File: config.mk
export PLATFORM = sky130hd
export DESIGN_NAME = ferc_top
export DESIGN_NICKNAME = d
export VERILOG_FILES = /design/src/ferc_pkg.sv /design/src/ferc_top.sv
export VERILOG_INCLUDE_DIRS = /design/src /design/src/src
export SDC_FILE = /design/constraint.sdc
export NUM_CORES = 1
export LEC_CHECK = 0
export ABC_AREA = 0
export ABC_CLOCK_PERIOD_IN_PS = 6800
export BUFFER_PORTS_ARGS = -buffer_cell sky130_fd_sc_hd__buf_2
export CORE_MARGIN = 3
export CORE_UTILIZATION = 60
export CTS_BUF_LIST = sky130_fd_sc_hd__clkbuf_4 sky130_fd_sc_hd__clkbuf_8 sky130_fd_sc_hd__clkbuf_16
export DETAILED_ROUTE_END_ITERATION = 10
export HOLD_SLACK_MARGIN = 0.1
export PLACE_DENSITY = 0.83
export SYNTH_ARGS = -nofsm -noshare
export SYNTH_HDL_FRONTEND = slang
export SYNTH_SLANG_ARGS = --single-unit
File: constraint.sdc
create_clock -name sys_clk -period 6.8 [get_ports sys_clk]
set_clock_uncertainty 0.1 [all_clocks]
set_input_delay 0 -clock sys_clk [delete_from_list [all_inputs] [get_ports sys_clk]]
set_output_delay 0 -clock sys_clk [all_outputs]
set_load 0.02 [all_outputs]
File: src/ferc_defines.svh
`ifndef FERC_DEFINES_SVH
`define FERC_DEFINES_SVH

// ----------------------------------------------------------------
// register byte offsets
// ----------------------------------------------------------------
`define FERC_REF_OFS      8'h00
`define FERC_CAP_OFS      8'h04
`define FERC_CTRL_OFS     8'h08
`define FERC_STAT_OFS     8'h0c
`define FERC_LALIGN_OFS   8'h10
`define FERC_LFRAME_OFS   8'h14
`define FERC_IMASK_OFS    8'h18
`define FERC_ISTAT_OFS    8'h1c

// ----------------------------------------------------------------
// field positions
// ----------------------------------------------------------------
`define FERC_CTRL_CONT_BIT  0
`define FERC_CTRL_RUN_BIT   1
`define FERC_CTRL_IEN_BIT   2
`define FERC_STAT_FULL_BIT  0
`define FERC_EV_CAPT_BIT    0
`define FERC_EV_OVR_BIT     1

// ----------------------------------------------------------------
// reset values
// ----------------------------------------------------------------
`define FERC_REF_RST    16'h0000
`define FERC_CTRL_RST   3'h0
`define FERC_EV_RST     2'h0

// ----------------------------------------------------------------
// bus answers
// ----------------------------------------------------------------
`define FERC_RESP_OKAY    2'h0
`define FERC_RESP_SLVERR  2'h2

`endif

File: src/ferc_pkg.sv
package ferc_pkg;

    typedef enum logic [1:0] {
        FERC_IDLE,
        FERC_COUNT,
        FERC_HALTED
    } ferc_state_t;

endpackage

File: src/ferc_top.sv
// Our own choice: the AXI4-Lite interface to the registers.
`timescale 1ns/10ps
`include "ferc_defines.svh"

module ferc_top #(
    parameter int CNT_W = 16
) (
    input  wire logic        sys_clk,
    input  wire logic        nrst,
    input  wire logic        align_sync_in,
    input  wire logic        frame_start_in,
    input  wire logic [7:0]  s_axi_awaddr,
    input  wire logic        s_axi_awvalid,
    output logic             s_axi_awready,
    input  wire logic [31:0] s_axi_wdata,
    input  wire logic [3:0]  s_axi_wstrb,
    input  wire logic        s_axi_wvalid,
    output logic             s_axi_wready,
    output logic [1:0]       s_axi_bresp,
    output logic             s_axi_bvalid,
    input  wire logic        s_axi_bready,
    input  wire logic [7:0]  s_axi_araddr,
    input  wire logic        s_axi_arvalid,
    output logic             s_axi_arready,
    output logic [31:0]      s_axi_rdata,
    output logic [1:0]       s_axi_rresp,
    output logic             s_axi_rvalid,
    input  wire logic        s_axi_rready,
    output logic             adjust_irq_n,
    output logic             event_irq
);

    if (CNT_W != 16) begin : g_width_check
        $error("ferc_top: registers are 16 bits wide");
    end

    // ------------------------------------------------------------
    // input synchronisers and edge detection
    // ------------------------------------------------------------
    // three flops: two to resolve metastability, the third for the edge
    logic [2:0] align_sq;
    logic [2:0] frame_sq;
    always_ff @(posedge sys_clk or negedge nrst) begin
        if (!nrst) begin
            align_sq <= 3'h0;
            frame_sq <= 3'h0;
        end else begin
            align_sq <= {align_sq[1:0], align_sync_in};
            frame_sq <= {frame_sq[1:0], frame_start_in};
        end
    end
    // rising edge seen only between the second and third flop
    wire align_edge = align_sq[1] & ~align_sq[2];
    wire frame_edge = frame_sq[1] & ~frame_sq[2];

    // ------------------------------------------------------------
    // register state
    // ------------------------------------------------------------
    logic [15:0] ref_q;
    logic [2:0]  ctrl_q;
    logic [15:0] cap_q;
    logic        full_q;
    logic [15:0] align_cnt_q;
    logic [15:0] frame_cnt_q;
    logic [1:0]  ev_q;
    logic [1:0]  imask_q;
    logic        irq_q;
    ferc_pkg::ferc_state_t state_q;

    wire run      = ctrl_q[`FERC_CTRL_RUN_BIT];
    wire cont     = ctrl_q[`FERC_CTRL_CONT_BIT];
    wire irq_en   = ctrl_q[`FERC_CTRL_IEN_BIT];

    // ------------------------------------------------------------
    // axi4-lite slave
    // ------------------------------------------------------------
    logic       aw_held_q;
    logic       w_held_q;
    logic [7:0] awaddr_q;
    logic [31:0] wdata_q;
    logic [3:0] wstrb_q;

    assign s_axi_awready = ~aw_held_q & ~s_axi_bvalid;
    assign s_axi_wready  = ~w_held_q & ~s_axi_bvalid;
    assign s_axi_arready = ~s_axi_rvalid;

    wire aw_fire = s_axi_awvalid & s_axi_awready;
    wire w_fire  = s_axi_wvalid & s_axi_wready;
    wire ar_fire = s_axi_arvalid & s_axi_arready;

    wire        aw_have = aw_held_q | aw_fire;
    wire        w_have  = w_held_q | w_fire;
    wire        wr_go   = aw_have & w_have & ~s_axi_bvalid;
    wire [7:0]  wr_addr = aw_held_q ? awaddr_q : s_axi_awaddr;
    wire [31:0] wr_data = w_held_q ? wdata_q : s_axi_wdata;
    wire [3:0]  wr_strb = w_held_q ? wstrb_q : s_axi_wstrb;

    function automatic logic [15:0] merge16(input logic [15:0] old,
                                            input logic [31:0] data,
                                            input logic [3:0]  strb);
        merge16 = {strb[1] ? data[15:8] : old[15:8],
                   strb[0] ? data[7:0]  : old[7:0]};
    endfunction

    function automatic logic known_addr(input logic [7:0] a);
        known_addr = (a == `FERC_REF_OFS)    || (a == `FERC_CAP_OFS)  ||
                     (a == `FERC_CTRL_OFS)   || (a == `FERC_STAT_OFS) ||
                     (a == `FERC_LALIGN_OFS) || (a == `FERC_LFRAME_OFS) ||
                     (a == `FERC_IMASK_OFS)  || (a == `FERC_ISTAT_OFS);
    endfunction

    wire wr_ref   = wr_go && wr_addr == `FERC_REF_OFS;
    wire wr_ctrl  = wr_go && wr_addr == `FERC_CTRL_OFS;
    wire wr_imask = wr_go && wr_addr == `FERC_IMASK_OFS;
    wire wr_istat = wr_go && wr_addr == `FERC_ISTAT_OFS;
    wire [15:0] ctrl_new = merge16({13'h0, ctrl_q}, wr_data, wr_strb);
    wire [15:0] ref_new  = merge16(ref_q, wr_data, wr_strb);

    // a read of the capture register is what services a capture
    wire cap_read = ar_fire && s_axi_araddr == `FERC_CAP_OFS;

    logic [15:0] rd_mux;
    always_comb begin
        case (s_axi_araddr)
            `FERC_REF_OFS:    rd_mux = ref_q;
            `FERC_CAP_OFS:    rd_mux = cap_q;
            `FERC_CTRL_OFS:   rd_mux = {13'h0, ctrl_q};
            `FERC_STAT_OFS:   rd_mux = {15'h0, full_q};
            `FERC_LALIGN_OFS: rd_mux = align_cnt_q;
            `FERC_LFRAME_OFS: rd_mux = frame_cnt_q;
            `FERC_IMASK_OFS:  rd_mux = {14'h0, imask_q};
            `FERC_ISTAT_OFS:  rd_mux = {14'h0, ev_q};
            default:          rd_mux = 16'h0000;
        endcase
    end

    always_ff @(posedge sys_clk or negedge nrst) begin
        if (!nrst) begin
            aw_held_q    <= 1'b0;
            w_held_q     <= 1'b0;
            awaddr_q     <= 8'h00;
            wdata_q      <= 32'h0;
            wstrb_q      <= 4'h0;
            s_axi_bvalid <= 1'b0;
            s_axi_bresp  <= `FERC_RESP_OKAY;
        end else begin
            if (aw_fire) begin
                awaddr_q <= s_axi_awaddr;
            end
            if (w_fire) begin
                wdata_q <= s_axi_wdata;
                wstrb_q <= s_axi_wstrb;
            end
            aw_held_q <= aw_have & ~wr_go;
            w_held_q  <= w_have & ~wr_go;
            if (wr_go) begin
                s_axi_bvalid <= 1'b1;
                s_axi_bresp  <= known_addr(wr_addr) ? `FERC_RESP_OKAY
                                                    : `FERC_RESP_SLVERR;
            end else if (s_axi_bready) begin
                s_axi_bvalid <= 1'b0;
            end
        end
    end

    always_ff @(posedge sys_clk or negedge nrst) begin
        if (!nrst) begin
            s_axi_rvalid <= 1'b0;
            s_axi_rdata  <= 32'h0;
            s_axi_rresp  <= `FERC_RESP_OKAY;
        end else if (ar_fire) begin
            s_axi_rvalid <= 1'b1;
            s_axi_rdata  <= {16'h0, rd_mux};
            s_axi_rresp  <= known_addr(s_axi_araddr) ? `FERC_RESP_OKAY
                                                     : `FERC_RESP_SLVERR;
        end else if (s_axi_rready) begin
            s_axi_rvalid <= 1'b0;
        end
    end

    // ------------------------------------------------------------
    // measurement control
    // ------------------------------------------------------------
    // completion: the align edge that makes the tally reach the reference
    wire counting = (state_q == ferc_pkg::FERC_COUNT);
    wire done     = counting && align_edge &&
                    (align_cnt_q == ref_q - 16'h0001);

    ferc_pkg::ferc_state_t state_d;
    always_comb begin
        state_d = state_q;
        case (state_q)
            ferc_pkg::FERC_IDLE:
                if (ref_q != 16'h0000) begin
                    state_d = ferc_pkg::FERC_COUNT;
                end
            ferc_pkg::FERC_COUNT:
                if (ref_q == 16'h0000) begin
                    state_d = ferc_pkg::FERC_IDLE;
                end else if (done && !cont) begin
                    state_d = ferc_pkg::FERC_HALTED;
                end
            ferc_pkg::FERC_HALTED:
                if (cap_read || cont) begin
                    state_d = ferc_pkg::FERC_IDLE;
                end
            default: state_d = ferc_pkg::FERC_IDLE;
        endcase
        if (!run) begin
            state_d = ferc_pkg::FERC_IDLE;
        end
    end

    always_ff @(posedge sys_clk or negedge nrst) begin
        if (!nrst) begin
            ref_q   <= `FERC_REF_RST;
            ctrl_q  <= `FERC_CTRL_RST;
            imask_q <= `FERC_EV_RST;
            state_q <= ferc_pkg::FERC_IDLE;
        end else begin
            state_q <= state_d;
            if (wr_ref) begin
                ref_q <= ref_new;
            end
            if (wr_ctrl) begin
                ctrl_q <= ctrl_new[2:0];
            end
            if (wr_imask) begin
                imask_q <= wr_data[1:0];
            end
        end
    end

    // counters: cleared on completion so the completing edge starts afresh
    always_ff @(posedge sys_clk or negedge nrst) begin
        if (!nrst) begin
            align_cnt_q <= 16'h0000;
            frame_cnt_q <= 16'h0000;
            cap_q       <= 16'h0000;
        end else if (!run) begin
            align_cnt_q <= 16'h0000;
            frame_cnt_q <= 16'h0000;
            cap_q       <= 16'h0000;
        end else if (done) begin
            align_cnt_q <= 16'h0000;
            frame_cnt_q <= 16'h0000;
            // a frame edge in the closing cycle still belongs to this run
            cap_q       <= frame_cnt_q + {15'h0, frame_edge};
        end else if (counting) begin
            align_cnt_q <= align_cnt_q + {15'h0, align_edge};
            frame_cnt_q <= frame_cnt_q + {15'h0, frame_edge};
        end
    end

    // ------------------------------------------------------------
    // full flag, interrupts
    // ------------------------------------------------------------
    // a capture landing with a read of the old value keeps the flag set
    wire ovr_ev = done & full_q & ~cap_read;
    always_ff @(posedge sys_clk or negedge nrst) begin
        if (!nrst) begin
            full_q <= 1'b0;
            irq_q  <= 1'b0;
            ev_q   <= `FERC_EV_RST;
        end else begin
            if (!run) begin
                full_q <= 1'b0;
                irq_q  <= 1'b0;
            end else if (done) begin
                full_q <= 1'b1;
                irq_q  <= irq_en;
            end else if (cap_read) begin
                full_q <= 1'b0;
                irq_q  <= 1'b0;
            end
            ev_q <= (wr_istat ? ev_q & ~wr_data[1:0] : ev_q)
                    | {ovr_ev, done};
        end
    end

    assign adjust_irq_n = ~irq_q;
    assign event_irq    = |(ev_q & imask_q);
endmodule

==> Yosys cells after proc, flatten, opt, wreduce, memory -nomap -nowiden <==
Cells that the tools add are included.
{ "classes": {"n_addsub": 3, "multipliers": 0, "n_div": 0, "n_lt_le_gt_ge": 0, "eq_ne": 23, "shift": 0, "mux": 30, "bitwise_logic": 28, "reduce_logical": 36} }
{ "ops": {"columns": ["operator", "n"], "rows": [
  ["$mux 16", 9],
  ["$pmux 16 s8", 1],
  ["$eq 8x5->1 const B", 8],
  ["$add 16x1->16", 2],
  ["$eq 8x4->1 const B", 4],
  ["$mux 2", 9],
  ["$eq 16x16->1", 1],
  ["$eq 8x3->1 const B", 2],
  ["$logic_not 16->1", 1],
  ["$logic_not 8->1", 2],
  ["$reduce_bool 16->1", 1],
  ["$sub 16x1->16 const B", 1],
  ["$logic_or 1x1->1", 15],
  ["$and 1x1->1", 13],
  ["$mux 1", 9],
  ["$not 1->1", 9],
  ["$logic_and 1x1->1", 8],
  ["$mux 8", 1],
  ["$ne 3x1->1 const B", 2],
  ["$ne 3x3->1 const B", 2],
  ["$pmux 2 s3", 1],
  ["$reduce_and 2->1", 3],
  ["$and 2x2->2", 2],
  ["$ne 4x2->1 const B", 1],
  ["11 further kinds", 13]
]} }
{ "totals": {"regBits": 131, "latchBits": 0, "ram_bits": 0, "rom_bits": 0, "output_inout_bits": 43, "wordCells": 143, "memories": 0} }

==> Depth between registers and ports, before layout <==
Gate-level depths: netlist of run 1.
{ "logic_depth": {"word_depth": 10, "ltp_mapped": 11, "ltp_nobuf": 10} }

==> Worst setup path before layout of run 1 <==
OpenSTA, ideal clock, no wires.
{ "synth_timing": {"kind": "flip-flop to flip-flop", "startpoint": "register ref_q[0]", "endpoint": "register cap_q[2]", "arrival_ns": 2.584, "required_ns": 6.574, "path_slack_ns": 3.990, "path_stages_with_launch": 10, "path_cell_list": "dfrtp_1 > inv_1 > ha_1 > or3b_2 > nor3_1 > xnor2_1 > nand4_1 > or4_4 > buf_6 > o311a_1"} }
{ "synth_between": {"elab_chain_len": 4} }
{ "synth_rtl": {"columns": ["item", "line", "rtl"], "rows": [
  ["start, declared", "ferc_top.sv:59", "logic [15:0] ref_q;"],
  ["start signal, assigned", "ferc_top.sv:216", "ref_q <= `FERC_REF_RST;"],
  ["start signal, assigned", "ferc_top.sv:223", "ref_q <= ref_new;"],
  ["$sub 16x1->16", "ferc_top.sv:187", "(align_cnt_q == ref_q - 16'h0001);"],
  ["$eq 16x16->1", "ferc_top.sv:187", null],
  ["$logic_and 1x1->1", "ferc_top.sv:186", "wire done = counting && align_edge &&"],
  ["$ne 2x1->1 (no line)", null, null],
  ["end signal, assigned", "ferc_top.sv:248", "cap_q <= frame_cnt_q + {15'h0, frame_edge};"],
  ["end, declared", "ferc_top.sv:61", "logic [15:0] cap_q;"]
]} }
Every way passes these cells.
A chain may end at the register's enable or synchronous reset.

==> Final worst setup path of run 1 <==
{ "layout_timing": {"startpoint": "register w_held_q", "endpoint": "register ref_q[2]"} }
{ "layout_between": {"elab_chain_len": 8} }
{ "layout_rtl": {"columns": ["item", "line", "rtl"], "rows": [
  ["start, declared", "ferc_top.sv:78", "logic w_held_q;"],
  ["start signal, assigned", "ferc_top.sv:155", "w_held_q <= w_have & ~wr_go;"],
  ["$not 1->1", "ferc_top.sv:84", "assign s_axi_wready = ~w_held_q & ~s_axi_bvalid;"],
  ["$and 1x1->1", "ferc_top.sv:84", null],
  ["$and 1x1->1", "ferc_top.sv:88", "wire w_fire = s_axi_wvalid & s_axi_wready;"],
  ["$or 1x1->1", "ferc_top.sv:92", "wire w_have = w_held_q | w_fire;"],
  ["$and 1x1->1 (2 in a row)", "ferc_top.sv:93", "wire wr_go = aw_have & w_have & ~s_axi_bvalid;"],
  ["$logic_and 1x1->1 (no line)", null, null],
  ["$reduce_and 2->1 (no line)", null, null]
]} }
Several ways; a longest one is shown, not always the timed one.

==> metrics.cfg, run 1 <==
[grt]
groute.layer.met3.usage_pct=6.36
grt.overflow.total=0
globalRouteMet2Util_pct=50.2
global_route.usage.total_pct=28.3
gr-max-usage-layer=met2
grt_pass1_vias=6049
grt_antenna_before_repair=0
first_pass_grt_wire_length_um=28900
grt_start_max_net_pins=82
met1_usage_pct=32.7

[power_and_ir_drop]
comb_power_share_pct=29.2
ir_worst_vdd_mv=0.254
power.total_mw=3.01
power.leakage_nw=3.64
power.switching_fraction_pct=33.8
power.density_cell_area_nw_per_um2=364
power.net_switching_mw=1.02
p_int_mw=1.99
share_of_total_power_in_sequential_cells_pct=39.8
proportion_of_power_drawn_by_the_clock_network_pct=31.1

[synth]
ys_dominant_reg_cell=dfrtp_1
synth_edf_count=0
netlist-cell-type-count=64
post_synth_instance_area_um2=6880
postSynth.asyncResetShare_pct=100
netlist_top_cells_area=dfrtp_1 (47%), mux2_2 (5.7%), nor2_1 (4.4%)
synth_largest_type_area_fraction_pct=46.9
synth_cells=708
ffs_latches_synth=129
syn_area_per_cell_um2=9.72
post-synth-top-area-cell=dfrtp_1
total_of_warnings_raised_by_yosys=0
yosysSeqAreaShare_pct=46.9

[cts]
cts-buffers-inserted=17
cts_tree=yes
cts_setup_buffers=0
resized_cells_post_cts=0
clock-sinks=129
cts_htree_levels=4
worst_setup_hold_path_clk_slew_ns=0.06
worst_skew_pair.late_latency_ns=0.42
clock_path_buffers=2
cts.root.buffer_cell=clkbuf_16

[floorplan]
core_area_um2=11000
die_width_um=113
rows=38
io_pins=104
start_util_pct=62.4
die_area_um2=12800
dieHeight_um=113

[detailed_routing]
drt-total-wl_um=17300
route.antenna.remaining_nets=0
drt-vias-per-instance=6.17
detailedRoute.firstIterationViolations=461
drc_violation_count_after_routing=0
drt_pre_antenna_iters=7
avgRoutedWirePerCell_um=18.2
vias=5867

[critical_path]
cp.arrival_ns=3.91
r2r_start=w_held_q
critical_path_depth=6
cp_cell_sequence=nor2_1 > nor2_1 > o21ai_0 > or3b_2 > nor2_1 > mux2_2
cpLargestDelayFamily=simple AND/OR/NAND/NOR gates
worstSetupEndpointType=register
critical_path.max_stage_delay_ns=1.02
cpMaxStageDelayCell=dfrtp_1
rr_worst_depth=6
critPathRequiredTime_ns=7.01
critPathKind=register to register
rr_endpoint=ref_q[2]
path_max_fanout=22
worst_setup_path_start_kind=register
critical_path_buf_inv_count=0
ff2ff_setup_slack_ns=3.09
timing.critical_path.mode_cell=nor2_1

[timing]
worstMarginPinSlew_ns=1.04
max_freq_mhz=270
max-slew-margin-rel_pct=30.8
final.setup.tns_ns=0
setup_repair_after_global_routing_missed_its_margin=false
fin_ws_ns=3.09
finalHoldViolations=0
final-setup-viol-count=0
fin_crit_ns=3.71
layout_worst_path_cycle_share_pct=54.5
hold_slack_ns=0.120
report.final.slew_viol_count=0

[place]
placed_cells=874
estimated_wirelength_of_the_detail_placed_design_um=10800
port_buffers=67
post-place-ws_ns=3.36
gp_congestion=0.881

[finish]
final_layout_size_suffix_gt1_share_pct=19.2
fin_cells=951
most_used_cells_in_the_layout_excluding_fill_and_tap_cells=dfrtp_1 (129), nor2_1 (80), nand2_1 (66), buf_2 (66), dlygate4sd3_1 (45)
area.growth.synth_to_final_pct=20.2
final_nets=865
ff_latch_area_um2=3230
num_antenna_cells=0
layout_commonest_cell=dfrtp_1
multiInputGateArea_um2=3340
n_fill_cell=719

[min_path]
hp-start=frame_start_in
hold-path-endpoint=frame_sq[0]
min-delay-path-class=input pin to register
min_path_cells=2

[job]
maxCapViolCount=0

[run_status]
outcome=completed

## layout make-up
class	instances	share of cell area, %
repair buffers	121	10.6
multi-input cells	518	40.3
clock buffers	27	6.57
inverters	12	0.544
clock inverters	4	0.846
flip-flops and latches	129	39.0
well taps	140	2.12
## metal layers
layer	up-vias	wire (um)
li1	2661	-
met1	2886	6450
met2	257	9110
met3	63	1080
met4	0	625
met5	-	0
## synthesized netlist by cell type (all sizes together) (3+ instances only)
library cell and count:
or4 7, nor4b 3, a211oi 6, dfrtp 129
or2 3, mux2i 22, a221oi 3, nand4 9
clkbuf 39, nor2b 11, nand2 66, a31o 4
nand3 31, mux2 35, nand2b 4, xor2 23
or3 4, o21ai 15, a222oi 13, inv 12
nor3 13, and2 5, a21oi 41, nor2 80
ha 5, o31ai 4, buf 27, xnor2 30
a31oi 17, nor3b 3, nor4 10, and3 6
## cell families after synthesis
group,count (synthesis),synth area share (%)
mux,58,9.25
buf+inv,78,5.56
fa+ha+maj,5,0.909
flops,129,46.9
xor+xnor,53,6.74
simple gates,260,18.5
other cells,1,0.0545
compound gates,124,12.1
## worst register-to-register path, stage by stage (launching register included)
cell     delay (ns)
dfrtp_1        1.02
nor2_1         0.18
nor2_1         0.22
o21ai_0        0.35
or3b_2         0.60
nor2_1         0.72
mux2_2         0.41
## state kept, by name, indices dropped and copies added, names as in the netlist, 2 cells and up
signal,flops
ctrl_q,3
ref_q,16
cap_q,16
align_sq,3
wdata_q,16
imask_q,2
frame_cnt_q,16
align_cnt_q,16
wstrb_q,2
state_q,2
s_axi_rdata,16
awaddr_q,8
ev_q,2
frame_sq,3
## how the worst max path moves through the flow
stage	startpoint	end	slack (ns)
floorplan	ref_q[0]	cap_q[2]	3.99
global placement	ref_q[0]	align_cnt_q[3]	3.46
detailed placement	w_held_q	ref_q[2]	3.36
CTS	ref_q[0]	align_cnt_q[4]	3.32
global route	w_held_q	ref_q[2]	2.86
finish	w_held_q	ref_q[2]	3.09
## stage by stage
step | area (um^2) | utilization (%)
after floorplan | 6950 | -
after global placement | 7190 | 65.1
after detailed placement | 7190 | 65.1
after CTS | 8280 | 75.0
after global routing | 8280 | 75.0
final | 8280 | 75.0
## power groups by stage
| stage | combinational (mW) | clock [mW] | sequential, mW |
|---|---|---|---|
| 2_1_floorplan | 0.660 | 0 | 1.12 |
| 6_report | 0.879 | 0.935 | 1.20 |
| 4_1_cts | 0.863 | 0.937 | 1.19 |
| 5_1_grt | 0.965 | 0.974 | 1.23 |
| 3_5_place_dp | 0.812 | 0 | 1.20 |
| 3_3_place_gp | 0.774 | 0 | 1.18 |
## repair_timing
| action | in CTS | in global routing |
|---|---|---|
| hold buffers | 46 | 0 |
| setup endpoints to repair | 0 | 0 |
| endpoints found under the hold margin | 107 | 0 |
Power figures use the tool's default switching activity.
==> run 2, diff against run 1 <==
--- a/config.mk
+++ b/config.mk
@@ -7,14 +7,14 @@
 export NUM_CORES = 1
 export LEC_CHECK = 0
 export ABC_AREA = 0
-export ABC_CLOCK_PERIOD_IN_PS = 6800
+export ABC_CLOCK_PERIOD_IN_PS = 3500
 export BUFFER_PORTS_ARGS = -buffer_cell sky130_fd_sc_hd__buf_2
 export CORE_MARGIN = 3
-export CORE_UTILIZATION = 60
+export CORE_UTILIZATION = 57
 export CTS_BUF_LIST = sky130_fd_sc_hd__clkbuf_4 sky130_fd_sc_hd__clkbuf_8 sky130_fd_sc_hd__clkbuf_16
 export DETAILED_ROUTE_END_ITERATION = 10
 export HOLD_SLACK_MARGIN = 0.1
-export PLACE_DENSITY = 0.83
+export PLACE_DENSITY = 0.8
 export SYNTH_ARGS = -nofsm -noshare
 export SYNTH_HDL_FRONTEND = slang
 export SYNTH_SLANG_ARGS = --single-unit
==> constraint.sdc (replaced) <==
create_clock -name sys_clk -period 3.5 [get_ports sys_clk]
set_clock_uncertainty 0.1 [all_clocks]
set_input_delay 0 -clock sys_clk [delete_from_list [all_inputs] [get_ports sys_clk]]
set_output_delay 0 -clock sys_clk [all_outputs]
set_load 0.02 [all_outputs]
==> run 2 against run 1 <==
Net effect:
- final cell count is 1.1% higher
- sequential power rose by 88%
- cell area increased by 0.60%
- highest routed layer unchanged
- largest power group unchanged
- global-route usage shrank 0.95 points
- critical path type unchanged
==> metrics.cfg, run 2 (synthesized netlist as in run 1, its figures left out) <==
[timing]
report.final.slew_viol_count=0  ; unchanged
final-setup-viol-count=0  ; unchanged
setup_repair_after_global_routing_missed_its_margin=false
finalHoldViolations=0  ; unchanged
worstMarginPinSlew_ns=1.02  ; -0.0149 ns
fin_crit_ns=3.13  ; -0.572 ns
layout_worst_path_cycle_share_pct=89.5  ; +35 points
hold_slack_ns=0.120  ; -0.000281 ns
max_freq_mhz=319  ; +18%
max-slew-margin-rel_pct=31.8  ; +1.0 points
final.setup.tns_ns=0  ; unchanged

[grt]
grt.overflow.total=0  ; unchanged
met1_usage_pct=33.3  ; +0.63 points
first_pass_grt_wire_length_um=28700  ; -0.83%
grt_pass1_vias=5897  ; -2.5%
globalRouteMet2Util_pct=46.5  ; -3.8 points
groute.layer.met3.usage_pct=5.90  ; -0.46 points
grt_start_max_net_pins=81  ; -1.2%
grt_antenna_before_repair=0  ; unchanged
gr-max-usage-layer=met2
global_route.usage.total_pct=27.4  ; -0.95 points

[detailed_routing]
drt-vias-per-instance=6.01  ; -2.6%
drc_violation_count_after_routing=0  ; unchanged
vias=5777  ; -1.5%
drt_pre_antenna_iters=6  ; -1
drt-total-wl_um=16800  ; -2.8%
route.antenna.remaining_nets=0  ; unchanged
detailedRoute.firstIterationViolations=495  ; +7.4%
avgRoutedWirePerCell_um=17.5  ; -3.8%

[floorplan]
core_area_um2=11600  ; +5.3%
die_area_um2=13400  ; +5.0%
dieHeight_um=116  ; +2.5%
start_util_pct=59.3  ; -3.1 points
io_pins=104  ; unchanged
rows=39  ; +2.6%
die_width_um=116  ; +2.5%

[critical_path]
rr_endpoint=state_q[0]
rr_worst_depth=7  ; +1
ff2ff_setup_slack_ns=0.37  ; -2.73 ns
setup.worst_path.end=state_q[0]
cp_cell_sequence=or4_1 > nand4bb_1 > xnor2_1 > nand3_1 > or4_4 > o2111a_1 > or2_1
path_max_fanout=17  ; -23%
critical_path.startpoint=ref_q[2]
worstSetupEndpointType=register
critical_path.max_stage_delay_ns=0.68  ; -0.34 ns
critPathRequiredTime_ns=3.71  ; -3.30 ns
cp.arrival_ns=3.34  ; -0.57 ns
worst_setup_path_start_kind=register
r2r_start=ref_q[2]
critPathKind=register to register
cpMaxStageDelayCell=or4_1

[cts]
worst_skew_pair.late_latency_ns=0.42  ; about the same
cts-buffers-inserted=17  ; unchanged
worst_setup_hold_path_clk_slew_ns=0.05  ; about the same
cts.root.buffer_cell=clkbuf_16
hold_buffers=44  ; -4.3%
clock-sinks=129  ; unchanged
cts_tree=yes
resized_cells_post_cts=0  ; unchanged
clock_path_buffers=2  ; unchanged
cts_htree_levels=4  ; unchanged
cts_setup_buffers=0  ; unchanged

[place]
port_buffers=67  ; unchanged
estimated_wirelength_of_the_detail_placed_design_um=10900  ; +0.87%
placement.cell_area_um2=7290  ; +1.4%
gp_congestion=0.868  ; -1.5%

[run_status]
outcome=completed

[power_and_ir_drop]
power.density_cell_area_nw_per_um2=698  ; +92%
power.leakage_nw=3.67  ; +0.79%
ir_worst_vdd_mv=0.724  ; +190%

[finish]
num_antenna_cells=0  ; unchanged
final_layout_size_suffix_gt1_share_pct=20.0  ; +0.81 points
area.growth.synth_to_final_pct=21.0
most_used_cells_in_the_layout_excluding_fill_and_tap_cells=dfrtp_1 (129), nor2_1 (80), nand2_1 (66), buf_2 (66), dlygate4sd3_1 (44)
layout.cell_area.non_filler_um2=8330  ; +0.60%
layout_commonest_cell=dfrtp_1
n_fill_cell=851  ; +18%
final_core_util_pct=71.7  ; -3.3 points
final_nets=871  ; +0.69%

[job]
maxCapViolCount=0  ; unchanged

[min_path]
min-delay-path-class=input pin to register

==> run 2: cell count changes in the layout (fill, tap and decap cells not counted), moves of 3 or more <==
cell      before  now
buf_4          9   14
buf_12         0    3
clkbuf_4       3    6
clkbuf_8       7    4
==> run 2: layout make-up <==
type	instances	area [um^2]	area share, %
Sequential cell	129	3230	38.8
Multi-Input combinational cell	518	3340	40.1
Inverter	12	45.0	0.541
Clock buffer	27	526	6.31
Timing Repair Buffer	127	936	11.2
Tap cell	143	179	2.15
Clock inverter	5	75.1	0.901
==> run 2: stage by stage <==
| stage | power [mW] | worst slack (ns) | std cells |
|---|---|---|---|
| 2_1_floorplan | 3.47 | 0.690 | 725 |
| 3_3_place_gp | 3.84 | 0.442 | 885 |
| 3_5_place_dp | 3.95 | 0.386 | 885 |
| 4_1_cts | 5.82 | 0.377 | 961 |
| 5_1_grt | 6.14 | 0.147 | 961 |
| 6_report | 5.82 | 0.366 | 961 |
==> run 2: per-layer routing <==
layer	share of wire (%)	routed length [um]	vias up
li1	-	-	2672
met1	41	6900	2846
met2	51	8590	221
met3	5.0	845	38
met4	2.6	444	0
met5	0	0	-
==> run 2: worst min-delay path by stage <==
| stage | startpoint | to | slack, ns | cells after the start |
|---|---|---|---|---|
| global route | frame_start_in | frame_sq[0] | 0.11 | 2 |
| global placement | frame_start_in | frame_sq[0] | 0.009 | 1 |
| CTS | align_sync_in | align_sq[0] | 0.10 | 2 |
| finish | align_sync_in | align_sq[0] | 0.12 | 2 |
| floorplan | nrst | align_cnt_q[0] | -0.40 | 0 |
| detailed placement | align_sync_in | align_sq[0] | 0.01 | 1 |
==> run 2: report_power, final <==
group | switching [mW] | total (mW) | internal, mW
registers | 0.374 | 2.26 | 1.89
logic | 0.952 | 1.77 | 0.819
clock network | 0.618 | 1.78 | 1.17
total | 1.94 | 5.82 | 3.87
==> run 2: worst max-delay path: cells and delay by family (launching register included) <==
| kind | cells | cell delay (ns) |
|---|---|---|
| XOR/XNOR | 1 | 0.21 |
| flip-flops | 1 | 0.44 |
| AO/OA/AOI/OAI | 1 | 0.28 |
| AND/OR/NAND/NOR | 5 | 1.99 |
==> run 3, diff against run 2 <==
--- a/config.mk
+++ b/config.mk
@@ -9,7 +9,7 @@
 export ABC_AREA = 0
 export ABC_CLOCK_PERIOD_IN_PS = 3500
 export BUFFER_PORTS_ARGS = -buffer_cell sky130_fd_sc_hd__buf_2
-export CORE_MARGIN = 3
+export CORE_MARGIN = 2
 export CORE_UTILIZATION = 57
 export CTS_BUF_LIST = sky130_fd_sc_hd__clkbuf_4 sky130_fd_sc_hd__clkbuf_8 sky130_fd_sc_hd__clkbuf_16
 export DETAILED_ROUTE_END_ITERATION = 10
==> run 3 against run 2 <==
Net effect:
- hold slack got worse by 0.0089 ns
- core utilization decreased by 1.7 points
- count of clock-buffer cells in the layout decreased by 5
- clock power increased by 7%
- wire length increased by 0.21%
- highest routed layer unchanged
- non-clock buffer count unchanged
- sequential power about the same
- critical path type unchanged
- critical path depth increased by 3
- via count increased by 0.43%
==> metrics.cfg, run 3 (synthesized netlist as in run 1, its figures left out) <==
[run_status]
outcome=completed

[critical_path]
ff2ff_setup_slack_ns=0.24  ; -0.12 ns
critPathKind=register to register
critical_path.max_stage_delay_ns=0.55  ; -0.13 ns
worst_setup_path_start_kind=register
cpLargestDelayFamily=simple AND/OR/NAND/NOR gates
cpMaxStageDelayCell=nor4_4
critPathRequiredTime_ns=3.69  ; -0.02 ns
cp_cell_sequence=inv_1 > ha_1 > or3b_2 > nor3_1 > xnor2_1 > nand4_1 > nor4_4 > buf_4 > mux2i_1 > nor2_1
worstSetupEndpointType=register
critical_path_buf_inv_count=2  ; +2
cp.arrival_ns=3.45  ; +0.11 ns
path_max_fanout=17  ; unchanged

[timing]
report.final.slew_viol_count=0  ; unchanged
final-setup-viol-count=0  ; unchanged
max_freq_mhz=307  ; -3.8%
worstMarginPinSlew_ns=1.09  ; +0.0642 ns
fin_crit_ns=3.26  ; +0.124 ns
setup_repair_after_global_routing_missed_its_margin=false
layout_worst_path_cycle_share_pct=93.1  ; +3.5 points
finalHoldViolations=0  ; unchanged
final.setup.tns_ns=0  ; unchanged
max-slew-margin-rel_pct=27.3  ; -4.5 points

[job]
maxCapViolCount=0  ; unchanged

[cts]
cts_htree_levels=4  ; unchanged
worst_setup_hold_path_clk_slew_ns=0.06  ; about the same
cts_setup_buffers=0  ; unchanged
worst_skew_pair.late_latency_ns=0.42  ; about the same
cts.root.buffer_cell=clkbuf_16
clock_path_buffers=2  ; unchanged
cts-buffers-inserted=17  ; unchanged
clock-sinks=129  ; unchanged
cts_tree=yes

[detailed_routing]
vias=5802  ; +0.43%
route.antenna.remaining_nets=0  ; unchanged
drt-vias-per-instance=6.01  ; about the same
detailedRoute.firstIterationViolations=460  ; -7.1%
drc_violation_count_after_routing=0  ; unchanged
avgRoutedWirePerCell_um=17.4  ; -0.20%
drt_pre_antenna_iters=9  ; +3
drt-total-wl_um=16800  ; +0.21%

[grt]
met1_usage_pct=33.7  ; +0.41 points
first_pass_grt_wire_length_um=28400  ; -0.91%
grt_pass1_vias=5915  ; +0.31%
groute.layer.met3.usage_pct=6.22  ; +0.32 points
gr-max-usage-layer=met2
grt_antenna_before_repair=0  ; unchanged
grt.overflow.total=0  ; unchanged
globalRouteMet2Util_pct=47.1  ; +0.69 points
global_route.usage.total_pct=27.9  ; +0.56 points
grt_start_max_net_pins=72  ; -11%

[finish]
layout_commonest_cell=dfrtp_1
num_antenna_cells=0  ; unchanged
layout.cell_area.non_filler_um2=8340  ; +0.18%
final_nets=871  ; unchanged
final_layout_size_suffix_gt1_share_pct=20.2  ; +0.12 points
n_fill_cell=859  ; +0.94%
most_used_cells_in_the_layout_excluding_fill_and_tap_cells=dfrtp_1 (129), nor2_1 (80), nand2_1 (66), buf_2 (66), dlygate4sd3_1 (44)
area.growth.synth_to_final_pct=21.2

[power_and_ir_drop]
comb_power_share_pct=29.9  ; -0.5 points
power.net_switching_mw=1.98  ; +1.9%
power.density_cell_area_nw_per_um2=712  ; +2.0%
power.switching_fraction_pct=33.3  ; -0.096 points
ir_worst_vdd_mv=0.540  ; -25%
share_of_total_power_in_sequential_cells_pct=38.0  ; -0.9 points
power.leakage_nw=3.68  ; +0.12%
p_int_mw=3.96  ; +2.3%
proportion_of_power_drawn_by_the_clock_network_pct=32.1  ; +1.4 points

[floorplan]
rows=40  ; +2.6%
core_area_um2=11900  ; +2.6%
die_area_um2=13000  ; -3.4%
die_width_um=114  ; -1.7%
io_pins=104  ; unchanged
dieHeight_um=114  ; -1.7%
start_util_pct=57.8  ; -1.5 points

[place]
gp_congestion=0.857  ; -1.3%
placement.cell_area_um2=7250  ; -0.45%
estimated_wirelength_of_the_detail_placed_design_um=10900  ; +0.11%
port_buffers=67  ; unchanged

[min_path]
min-delay-path-class=input pin to register

run 3: cell types whose count changed in the layout (fill, tap and decap cells not counted), sizes merged:
cell      change
bufinv        +2
clkbuf        -5
clkinv        +1
clkinvlp      +2
run 3: metrics by stage:
step / cells / power [mW] / hold slack [ns] / util (%) / worst slack (ns)
final: 965 / 5.94 / 0.111 / 70.0 / 0.243
after global routing: 965 / 6.26 / 0.117 / 70.0 / 0.0728
after CTS: 965 / 5.94 / 0.103 / 70.0 / 0.165
after detailed placement: 889 / 3.94 / 0.0105 / 60.9 / 0.270
after global placement: 889 / 3.84 / 0.00828 / 60.9 / 0.352
after floorplan: 725 / 3.47 / -0.396 / - / 0.690
run 3: worst register-to-register path, stage by stage, from the launching register on:
cell	delay [ns]
dfrtp_1	0.43
inv_1	0.09
ha_1	0.24
or3b_2	0.54
nor3_1	0.23
xnor2_1	0.15
nand4_1	0.18
nor4_4	0.55
buf_4	0.34
mux2i_1	0.23
nor2_1	0.05
run 3: worst paths after layout:
path	cells after the start	to	from
max	10	cap_q[15]	ref_q[0]
min	2	frame_sq[0]	frame_start_in
max reg2reg	10	cap_q[15]	ref_q[0]
min reg2reg	0	frame_sq[1]	frame_sq[0]
max in group asynchronous	3	ref_q[7]	nrst
min in group asynchronous	2	frame_cnt_q[14]	nrst
run 3: final cells by class:
cell class,instances,area (um^2),share of cell area (%)
sequential,129,3230,38.7
tap,147,184,2.20
clock buffer,22,488,5.85
inverter,12,45.0,0.540
clock inverter,10,155,1.86
timing repair buffer,127,898,10.8
multi-input combinational,518,3340,40.1
run 3: timing repair:
| action | in CTS | in global routing |
|---|---|---|
| hold buffers | 44 | 0 |
| hold endpoints to repair | 128 | 0 |
| resized for setup | 0 | 1 |
| setup endpoints to repair | 0 | 41 |
run 3: power groups by stage:
stage / combinational, mW / clock (mW) / sequential (mW)
5_1_grt: 1.95 / 1.99 / 2.31
6_report: 1.78 / 1.91 / 2.26
3_5_place_dp: 1.67 / 0 / 2.27
4_1_cts: 1.76 / 1.93 / 2.25
2_1_floorplan: 1.28 / 0 / 2.18
3_3_place_gp: 1.60 / 0 / 2.24
run 3: per-layer routing:
| metal | up-vias | part of all wire [%] |
|---|---|---|
| li1 | 2679 | - |
| met1 | 2819 | 41 |
| met2 | 246 | 51 |
| met3 | 58 | 5.6 |
| met4 | 0 | 3.3 |
| met5 | - | 0 |
